<file path="src/logic/pin_mux_pkg.sv">
// package for the host parallel port pin-function multiplexer
// assumes a 40 mhz clock and an axi4-lite master on the register side
package pin_mux_pkg;
  // ==========================================================
  // register map (byte addresses)
  localparam logic [3:0] port_control_off = 4'h0;
  localparam logic [3:0] pin_direction_off = 4'h4;
  localparam logic [3:0] gpio_out_off = 4'h8;
  localparam logic [3:0] pin_status_off = 4'hc;
  localparam int pin_count = 13;
  // host-side signal positions on the upper pins
  localparam int low_addr_pin = 8;
  localparam int rw_rd_pin = 11;
  localparam int ds_wr_pin = 12;
  // ==========================================================
  // port control fields
  localparam int host_function_bit = 0;
  localparam int muxed_bus_bit = 1;
  localparam int dual_strobe_bit = 2;
  localparam int cs_high_bit = 3;
  localparam int as_high_bit = 4;
  localparam int ds_high_bit = 5;
  localparam int stop_mode_bit = 6;
  localparam logic [6:0] port_control_reset = 7'h00;
  localparam logic [pin_count-1:0] pin_direction_reset = 13'h0000;
  localparam logic [1:0] resp_okay = 2'h0;
  localparam logic [1:0] resp_slverr = 2'h2;

  typedef struct packed {
    logic stop_mode;
    logic ds_high;
    logic as_high;
    logic cs_high;
    logic dual_strobe;
    logic muxed_bus;
    logic host_function;
  } port_control_s;

  // decoded host-side access, as seen by the device core
  typedef struct packed {
    logic [9:0] addr;
    logic sel;
    logic rd;
    logic wr;
  } host_access_s;
endpackage

</file>
<file path="src/logic/pin_sync.sv">
// two-flop synchroniser for a bundle of asynchronous pin inputs
// assumes inputs come from pins outside the clk domain
`timescale 1ns/1ps
`default_nettype none
module pin_sync #(
  parameter int width = 13
) (
  // clock and reset
  input wire logic clk,
  input wire logic arst_n,
  // pins in, synchronised out
  input wire logic [width-1:0] async_in,
  output logic [width-1:0] sync_out
);
  logic [width-1:0] meta_reg;

  // ==========================================================
  // first flop read only by the second
  always_ff @(posedge clk or negedge arst_n)
  begin
    if (!arst_n)
    begin
      meta_reg <= '0;
      sync_out <= '0;
    end
    else
    begin
      meta_reg <= async_in;
      sync_out <= meta_reg;
    end
  end
endmodule
`default_nettype wire

</file>
<file path="src/logic/host_port_pin_function_mux.sv">
// pin-function multiplexer of the 8-bit host parallel port
// assumes an axi4-lite master; the host bus drives the pins asynchronously
//
// Overview of operation
// - port control register picks host function, bus style, or gpio for the whole port.
// - non-multiplexed host mode: eight pins are bidirectional tri-state data lines.
// - multiplexed host mode: same eight pins carry shared address and data.
// - multiplexed mode: address strobe marks address; polarity is programmable.
// - single-strobe bus: one data strobe qualifies accesses, programmable polarity.
// - dual-strobe bus: dedicated read strobe with programmable polarity.
// - dual-strobe bus: dedicated write strobe with programmable polarity.
// - gpio mode: each pin's direction comes from its direction register bit.
// - stop mode disconnects gpio pins: no driving, no sampling.
// - non-multiplexed mode: chip select qualifies accesses, programmable polarity.
//
// Local design decisions: the AXI4-Lite interface to the registers and the register offsets.
`timescale 1ns/1ps
`default_nettype none
module host_port_pin_function_mux
  import pin_mux_pkg::*;
#(
  parameter int pins = pin_mux_pkg::pin_count
) (
  // clock and reset
  input wire logic clk,
  input wire logic arst_n,
  // axi4-lite write address and data
  input wire logic [3:0] s_axi_awaddr,
  input wire logic s_axi_awvalid,
  output logic s_axi_awready,
  input wire logic [31:0] s_axi_wdata,
  input wire logic [3:0] s_axi_wstrb,
  input wire logic s_axi_wvalid,
  output logic s_axi_wready,
  // axi4-lite write response
  output logic [1:0] s_axi_bresp,
  output logic s_axi_bvalid,
  input wire logic s_axi_bready,
  // axi4-lite read
  input wire logic [3:0] s_axi_araddr,
  input wire logic s_axi_arvalid,
  output logic s_axi_arready,
  output logic [31:0] s_axi_rdata,
  output logic [1:0] s_axi_rresp,
  output logic s_axi_rvalid,
  input wire logic s_axi_rready,
  // port pins: bit 0..7 data or gpio_low_pins, 8..12 control or gpio_pin8..12
  input wire logic [pins-1:0] pin_in,
  input wire logic chip_select_in,
  output logic [pins-1:0] pin_out,
  output logic [pins-1:0] pin_oe,
  // device core side
  input wire logic [7:0] host_read_data,
  output logic [7:0] host_write_data,
  output pin_mux_pkg::host_access_s host_access
);
  import pin_mux_pkg::*;

  port_control_s ctrl_reg;
  logic [pins-1:0] pin_direction_reg;
  logic [pins-1:0] gpio_out_reg;
  logic [pins-1:0] pin_sync_q;
  logic [pins:0] sync_all;
  logic cs_sync;
  logic [pins-1:0] gpio_in_reg;
  logic [3:0] aw_addr_reg;
  logic aw_have_reg;
  logic [31:0] w_data_reg;
  logic [3:0] w_strb_reg;
  logic w_have_reg;
  logic [7:0] latched_addr_reg;
  logic cs_act;
  logic as_act;
  logic rd_act;
  logic wr_act;
  logic strobe_act;
  logic host_read;

  // polarity fix: active when pin level equals the programmed active level
  function automatic logic active_level(input logic lvl, input logic high_active);
    active_level = (lvl == high_active);
  endfunction

  // ==========================================================
  // pin synchroniser; host bus is asynchronous to clk
  pin_sync #(.width(pins + 1)) u_sync (
    .clk(clk),
    .arst_n(arst_n),
    .async_in({chip_select_in, pin_in}),
    .sync_out(sync_all)
  );
  assign pin_sync_q = sync_all[pins-1:0];
  assign cs_sync = sync_all[pins];

  // ==========================================================
  // host bus decode
  always_comb
  begin
    cs_act = active_level(cs_sync, ctrl_reg.cs_high);
    as_act = active_level(pin_sync_q[low_addr_pin], ctrl_reg.as_high);
    strobe_act = active_level(pin_sync_q[ds_wr_pin], ctrl_reg.ds_high);
    rd_act = active_level(pin_sync_q[rw_rd_pin], ctrl_reg.ds_high);
    wr_act = strobe_act;
    // multiplexed bus has no chip select pin
    if (ctrl_reg.muxed_bus)
      cs_act = 1'b1;
    if (!ctrl_reg.dual_strobe)
    begin
      // single strobe: the read/write line picks direction, 1 reads
      rd_act = strobe_act && pin_sync_q[rw_rd_pin];
      wr_act = strobe_act && !pin_sync_q[rw_rd_pin];
    end
    host_read = ctrl_reg.host_function && !ctrl_reg.stop_mode && cs_act && rd_act;
  end

  // address latched on the strobe so data can reuse the shared lines
  always_ff @(posedge clk or negedge arst_n)
  begin
    if (!arst_n)
      latched_addr_reg <= 8'h00;
    else if (ctrl_reg.muxed_bus && as_act)
      latched_addr_reg <= pin_sync_q[7:0];
  end

  always_ff @(posedge clk or negedge arst_n)
  begin
    if (!arst_n)
    begin
      host_access <= '0;
      host_write_data <= 8'h00;
    end
    else
    begin
      host_access.sel <= ctrl_reg.host_function && !ctrl_reg.stop_mode && cs_act;
      host_access.rd <= host_read;
      host_access.wr <= ctrl_reg.host_function && !ctrl_reg.stop_mode && cs_act && wr_act;
      if (ctrl_reg.muxed_bus)
        host_access.addr <= {pin_sync_q[low_addr_pin+2:low_addr_pin+1], latched_addr_reg};
      else
        host_access.addr <= {7'h00, pin_sync_q[low_addr_pin+2:low_addr_pin]};
      host_write_data <= pin_sync_q[7:0];
    end
  end

  // ==========================================================
  // pin drivers
  always_ff @(posedge clk or negedge arst_n)
  begin
    if (!arst_n)
    begin
      pin_out <= '0;
      pin_oe <= '0;
    end
    else if (ctrl_reg.stop_mode)
    begin
      pin_out <= '0;
      pin_oe <= '0;
    end
    else if (ctrl_reg.host_function)
    begin
      pin_out <= {{(pins-8){1'b0}}, host_read_data};
      pin_oe <= {{(pins-8){1'b0}}, {8{host_read}}};
    end
    else
    begin
      pin_out <= gpio_out_reg;
      pin_oe <= pin_direction_reg;
    end
  end

  // gpio input sampling frozen in stop mode
  always_ff @(posedge clk or negedge arst_n)
  begin
    if (!arst_n)
      gpio_in_reg <= '0;
    else if (!ctrl_reg.stop_mode)
      gpio_in_reg <= pin_sync_q;
  end

  // ==========================================================
  // axi4-lite write channel: address and data taken in either order
  always_ff @(posedge clk or negedge arst_n)
  begin
    if (!arst_n)
    begin
      aw_have_reg <= 1'b0;
      w_have_reg <= 1'b0;
      aw_addr_reg <= 4'h0;
      w_data_reg <= 32'h0;
      w_strb_reg <= 4'h0;
      s_axi_bvalid <= 1'b0;
      s_axi_awready <= 1'b0;
      s_axi_wready <= 1'b0;
      s_axi_bresp <= resp_okay;
      ctrl_reg <= port_control_reset;
      pin_direction_reg <= pin_direction_reset;
      gpio_out_reg <= '0;
    end
    else
    begin
      if (s_axi_awvalid && s_axi_awready)
      begin
        aw_have_reg <= 1'b1;
        aw_addr_reg <= s_axi_awaddr;
        s_axi_awready <= 1'b0;
      end
      if (s_axi_wvalid && s_axi_wready)
      begin
        w_have_reg <= 1'b1;
        w_data_reg <= s_axi_wdata;
        w_strb_reg <= s_axi_wstrb;
        s_axi_wready <= 1'b0;
      end
      if (aw_have_reg && w_have_reg && !s_axi_bvalid)
      begin
        aw_have_reg <= 1'b0;
        w_have_reg <= 1'b0;
        s_axi_bvalid <= 1'b1;
        s_axi_bresp <= resp_okay;
        if (aw_addr_reg == port_control_off)
        begin
          if (w_strb_reg[0])
            ctrl_reg <= port_control_s'(w_data_reg[6:0]);
        end
        else if (aw_addr_reg == pin_direction_off)
        begin
          if (w_strb_reg[0])
            pin_direction_reg[7:0] <= w_data_reg[7:0];
          if (w_strb_reg[1])
            pin_direction_reg[pins-1:8] <= w_data_reg[pins-1:8];
        end
        else if (aw_addr_reg == gpio_out_off)
        begin
          if (w_strb_reg[0])
            gpio_out_reg[7:0] <= w_data_reg[7:0];
          if (w_strb_reg[1])
            gpio_out_reg[pins-1:8] <= w_data_reg[pins-1:8];
        end
        else if (aw_addr_reg != pin_status_off)
          s_axi_bresp <= resp_slverr;
      end
      else if (s_axi_bvalid && s_axi_bready)
      begin
        s_axi_bvalid <= 1'b0;
        s_axi_awready <= 1'b1;
        s_axi_wready <= 1'b1;
      end
      else if (!s_axi_bvalid && !aw_have_reg && !w_have_reg && !s_axi_awready && !s_axi_wready)
      begin
        // only true on the first edge after reset; keeps ready a plain flop
        s_axi_awready <= 1'b1;
        s_axi_wready <= 1'b1;
      end
    end
  end

  // ==========================================================
  // axi4-lite read channel
  always_ff @(posedge clk or negedge arst_n)
  begin
    if (!arst_n)
    begin
      s_axi_rvalid <= 1'b0;
      s_axi_arready <= 1'b0;
      s_axi_rdata <= 32'h0;
      s_axi_rresp <= resp_okay;
    end
    else if (s_axi_arvalid && s_axi_arready)
    begin
      s_axi_rvalid <= 1'b1;
      s_axi_arready <= 1'b0;
      s_axi_rresp <= resp_okay;
      if (s_axi_araddr == port_control_off)
        s_axi_rdata <= {25'h0, ctrl_reg};
      else if (s_axi_araddr == pin_direction_off)
        s_axi_rdata <= {{(32-pins){1'b0}}, pin_direction_reg};
      else if (s_axi_araddr == gpio_out_off)
        s_axi_rdata <= {{(32-pins){1'b0}}, gpio_out_reg};
      else if (s_axi_araddr == pin_status_off)
        s_axi_rdata <= {{(32-pins){1'b0}}, gpio_in_reg};
      else
      begin
        s_axi_rdata <= 32'h0;
        s_axi_rresp <= resp_slverr;
      end
    end
    else if (s_axi_rvalid && s_axi_rready)
    begin
      s_axi_rvalid <= 1'b0;
      s_axi_arready <= 1'b1;
    end
    else if (!s_axi_rvalid)
      s_axi_arready <= 1'b1;
  end
endmodule
`default_nettype wire

</file>
<file path="config.mk">
export PLATFORM = sky130hd
export DESIGN_NAME = host_port_pin_function_mux
export DESIGN_NICKNAME = d
export VERILOG_FILES = /design/src/logic/pin_mux_pkg.sv /design/src/logic/pin_sync.sv /design/src/logic/host_port_pin_function_mux.sv
export SDC_FILE = /design/constraint.sdc
export NUM_CORES = 1
export LEC_CHECK = 0
export ABC_AREA = 1
export BUFFER_PORTS_ARGS = -buffer_cell sky130_fd_sc_hd__buf_4
export CAP_MARGIN = 20
export CORE_ASPECT_RATIO = 1.25
export CORE_UTILIZATION = 48
export CTS_CLUSTER_SIZE = 20
export DETAILED_ROUTE_END_ITERATION = 8
export PLACE_DENSITY = 0.76
export SETUP_SLACK_MARGIN = 0.02
export SYNTH_ARGS = -nofsm -noshare
export SYNTH_HDL_FRONTEND = slang
export SYNTH_SLANG_ARGS = --single-unit
</file>
<file path="constraint.sdc">
create_clock -name clk -period 1.3 [get_ports clk]
set_input_delay 0 -clock clk [delete_from_list [all_inputs] [get_ports clk]]
set_output_delay 0 -clock clk [all_outputs]
set_load 0.05 [all_outputs]
</file>
* After elaboration in Yosys (flattened, before gate mapping) *
Cells that the tools add are included.

word-level totals
  RAM bits = 0
  input port bits = 73
  bits in read-only memories = 0
  flip-flop bits (word level) = 191
  memories = 0
  output and inout port bits = 88
  word-level logic and storage cells = 123
  bits in latches = 0

cells by class
  bitwise operators = 2
  muxes and demuxes = 39
  shift operators = 0
  divide/modulo/power cells = 0
  equal/unequal tests = 11
  magnitude comparators = 0
  reductions and logical operators = 36
  add/sub/neg operators = 0
  multiply operators = 0

operators with widths
  kind                number
  $mux 13             8
  $mux 1              22
  $logic_and 1x1->1   18
  $mux 2              8
  $eq 4x4->1 const B  3
  $mux 10             1
  $reduce_and 5->1    2
  $eq 4x3->1 const B  2
  $logic_not 4->1     2
  $reduce_and 4->1    2
  $reduce_bool 2->1   4
  $logic_not 1->1     7
  $eq 1x1->1          4
  $ne 4x4->1 const B  1
  $ne 3x1->1 const B  1
  $reduce_and 3->1    1
  $not 1->1           2

* Depth between registers and ports, before layout *
  depth in word-level cells = 8
  gate-level depth with buffers = 7
  mapped depth without buffers = 6

* Cells and area by module *
From an unflattened synthesis, not the netlist that was laid out.

second synthesis, totals
  cell total of the unflattened synthesis = 641
  area total of the unflattened synthesis = 6762.7 um2

by module, submodules not included
  module                      area an instance (um2)  cells each  times used  sequential area each (um2)
  host_port_pin_function_mux  6062.1                  613         1           3553.4
  pin_sync                    700.7                   28          1           700.7

* Worst setup path after synthesis *
No wires, ideal clock.

  path kind = register to register
  start point = register s_axi_bvalid
  end point = register gpio_out_reg[5]
  arrival = 1331 ps
  cell stages (with the launch flop) = 8
  path buffers = 1
  setup time = 121 ps
  required time = 1179 ps
  period minus slack after synthesis = 1452 ps
  slack = -152 ps
  path through = dfrtp_1 inv_2 nand3_2 nor2_4 nand2_2 buf_6 nand2_1 o21ai_2

on the way
  word-level cells in the longest chain between the ends = 3

RTL lines
  item                            line                               source
  start: declaration              host_port_pin_function_mux.sv:37   output logic s_axi_bvalid,
  start signal: assignment        host_port_pin_function_mux.sv:191  s_axi_bvalid <= 1'b0;
  start signal: assignment        host_port_pin_function_mux.sv:218  s_axi_bvalid <= 1'b1;
  start signal: assignment        host_port_pin_function_mux.sv:244  s_axi_bvalid <= 1'b0;
  $logic_not 1->1                 host_port_pin_function_mux.sv:214  if (aw_have_reg && w_have_reg && !s_axi_bvalid)
  $logic_and 1x1->1               host_port_pin_function_mux.sv:214
  $reduce_and 5->1 (no line)      n/a
  end signal: assignment          host_port_pin_function_mux.sv:235  gpio_out_reg[7:0] <= w_data_reg[7:0];
  end signal: indexed assignment  host_port_pin_function_mux.sv:237  gpio_out_reg[pins-1:8] <= w_data_reg[pins-1:8];
  end: declaration                host_port_pin_function_mux.sv:61   logic [pins-1:0] gpio_out_reg;

Every way passes these cells.
A chain may end at the register's enable or synchronous reset.

* Final worst setup path *
  start point = register s_axi_bvalid
  end point = register ctrl_reg[1] (netlist name)

on the way
  word-level cells in the longest chain between the ends = 3

RTL lines
  item                        line                               source
  $logic_not 1->1             host_port_pin_function_mux.sv:214
  $logic_and 1x1->1           host_port_pin_function_mux.sv:214
  $reduce_and 3->1 (no line)  n/a
  end signal: assignment      host_port_pin_function_mux.sv:195  ctrl_reg <= port_control_reset;
  end signal: assignment      host_port_pin_function_mux.sv:223  ctrl_reg <= port_control_s'(w_data_reg[6:0]);
  end: declaration            host_port_pin_function_mux.sv:59   port_control_s ctrl_reg;

Every way passes these cells.

==> key figures <==
Pwr
  – Overall Power: 19.4 mW
  – Max VDD drop: 1390 µV
  – Pwr Density: 2130 nW/µm²
  – P_leak: 4.60 nW

Global routing
  – Largest net degree at the start of global routing: 52
  – Overall routing resource usage: 23.3%
  – Antenna violations before repair: 0
  – GRT overflow: 0
  – First-pass GRT wire length: 25,000 µm
  – Met2 usage: 40.4%
  – Most Used Layer, Global Route: met2
  – Vias in the first global route: 5,103
  – Met1 Track Usage GR: 27.9%
  – Met3 Track Usage GR: 5.07%

Timing
  – Tcrit/Tclk final: 101%
  – RSZ-0062 raised after global routing: true
  – Max-slew violation count: 0
  – Worst Tran Pin Value: 0.510 ns
  – Hold Fails Final Rpt: 0
  – Max-slew headroom: 66.0%
  – Final Setup Violations: 9
  – Max Clock Skew: 0.0128 ns
  – Worst Slack Setup Final: -0.0176 ns
  – Minimum clock period: 1.32 ns
  – Max Fclk: 759 MHz

Worst setup path
  – Worst R2R Start: s_axi_bvalid
  – Slowest-stage cell, CP: dfrtp_2
  – Beginning of the critical path: s_axi_bvalid
  – Top delay family on crit path: flip-flops
  – CP Class: flop to flop
  – WP data arrival: 1.62 ns
  – CP bufs+invs: 3
  – CP endpoint kind: flop
  – CP Cell Sequence: inv_2, nand3_4, nor2_4, buf_12, nand2_4, buf_12, nand2_2, o21ai_2
  – Data required time of the worst path: 1.60 ns
  – Largest stage delay on the critical path: 0.41 ns
  – Critical Path Most Common Cell: buf_12
  – Crit path max fanout: 7
  – Critical Path Source Type: flop

Route
  – Drt drc: 0
  – Vias per cell: 5.06
  – Vias: 5,174
  – DRT Pass-1 Iters: 5
  – DR iter-0 viols: 277
  – Wire per inst: 16.0 µm
  – Final Routed Wirelength: 16,400 µm
  – DRT antenna net count: 0

Clock network
  – Clk root buf: clkbuf_16
  – Clock tree from TritonCTS: yes
  – Clock Latency Late Sink: 0.43 ns
  – Reg clk slew, reported paths: 0.07 ns
  – H-tree depth: 4
  – Maximum root-to-sink buffer count: 2
  – Num CTS Buffers: 17
  – CTS Sinks: 170

Cells and area
  – Layout area overhead: 38.4%
  – Fill cells: 946
  – Util after Layout: 68.4%
  – Layout cell share with drive strength beyond 1: 31.3%
  – Nets: 912
  – Ant diodes: 0

Yosys
  – Post-Syn Area per Cell: 10.3 µm²
  – Cells after Synth: 639
  – Post-synthesis register bit count: 170
  – Synth top area share: 64.8%
  – Primary FF master, synth: dfrtp_1
  – Number of synthesized flops with an enable pin: 0
  – Synthesis Warnings: 0
  – Synth area leader: dfrtp_1
  – Post-synth top cells: dfrtp_1, nand2_1, inv_1
  – Ys async rst share: 100%
  – Synth cell types: 27
  – Mapped Area: 6570 µm²
  – Top cells by area, synth: dfrtp_1, nand2_1, o21ai_0
  – Sequential share of the synthesized area: 64.8%
  – Cell with the most instances after synthesis: dfrtp_1

Placement
  – I/O Buffers: 118
  – Gp weighted congestion: 0.823
  – Detailed Place HPWL: 10,700 µm

Floorplan
  – Core area: 13,300 µm²
  – Die Y-Extent: 133 µm
  – I/O pin count: 161
  – Die width: 107 µm
  – Initial core utilization: 49.4%
  – Total die area: 14,200 µm²
  – Row cnt: 47

Outcome
  – Failing checks: setup timing
  – Status: finished, violations left

Min path
  – Min-Delay Path Class: primary input to async pin

Job
  – Max_cap viols: 0
==> kinds of logic (layout without fill, tap and decap cells) <==
family | after synthesis | count (layout) | synth area share, %
buffers and inverters | 111 | 301 | 8.31
AO/OA/AOI/OAI | 100 | 100 | 9.83
multiplexers | 1 | 1 | 0.171
AND/OR/NAND/NOR | 256 | 259 | 16.8
other | 1 | 21 | 0.0571
flip-flops | 170 | 170 | 64.8
==> report_power, final <==
part,internal (mW),switching [mW]
clock,2.88,2.06
combinational,2.23,4.48
sequential,6.73,0.990
total,11.8,7.54
==> cell type report <==
cell class                 instances  area (µm²)  area share (%)
clock buffer                      18         439            4.83
clock inverter                    14         148            1.62
inverter                          68         255            2.81
multi-input combinational        381        2020            22.2
sequential                       170        4260            46.9
tap                              171         214            2.35
timing repair buffer             201        1760            19.3
==> layout by cell type (no fill, tap or decap) <==
cell type / instances
clkinv_2: 3
conb_1: 21
a31oi_4: 1
o21ai_1: 14
inv_2: 9
dlygate4sd3_1: 47
nand2_4: 5
nand3_1: 43
nor3_2: 1
nand3_4: 2
a21oi_2: 1
nand4_1: 7
o211ai_1: 2
dfrtp_2: 4
buf_12: 8
nor2_4: 6
mux2_2: 1
bufinv_16: 2
inv_6: 2
clkinv_4: 2
clkbuf_16: 18
clkinvlp_4: 5
nor3_1: 1
nor2_2: 1
nand2_1: 128
clkbuf_8: 1
buf_4: 142
a22o_1: 8
nand2_8: 3
nand2_2: 22
dfrtp_1: 166
o21ai_2: 24
inv_1: 59
nor2_1: 39
o21ai_0: 50
nor3_4: 1
buf_6: 3
==> worst paths after layout <==
path	slack, ns	to	cells after the start
worst max-delay path	-0.02	ctrl_reg[1]	8
worst min-delay path	0.09	host_access[12]	2
worst max register to register	-0.02	ctrl_reg[1]	8
worst min register to register	0.35	u_sync.sync_out[0]	0
max in group asynchronous	0.60	w_data_reg[12]	3
min in group clk	0.09	s_axi_rresp[1]	4
==> through the flow <==
step / worst slack [ns] / instances / hold slack (ns) / cell area, µm² / TNS, ns
CTS: 0.000421 / 1013 / 0.0706 / 8870 / 0
global route: -0.0544 / 1023 / 0.0931 / 9090 / -0.717
detailed placement: -0.0784 / 929 / -0.0226 / 7710 / -1.02
global placement: 0.0362 / 929 / -0.0205 / 7710 / 0
floorplan: -0.0351 / 659 / -0.296 / 6660 / -0.116
finish: -0.0176 / 1023 / 0.0857 / 9090 / -0.0575
==> routing by layer <==
layer  share of wire [%]  up-vias
met5                   0        -
met4                 2.2        0
met3                 4.1       30
met2                  54      173
met1                  40     2567
li1                    -     2404
==> what timing repair did <==
action                                  4_1_cts  5_1_grt
gates cloned                                  0        4
hold buffers                                 47        0
buffers inserted                              5        6
resized for setup                            13       31
endpoints found under the setup margin       40       46
pin swaps                                     4        8
hold endpoints to repair                    216        0
Note: power is estimated with default switching activity, not from simulation.
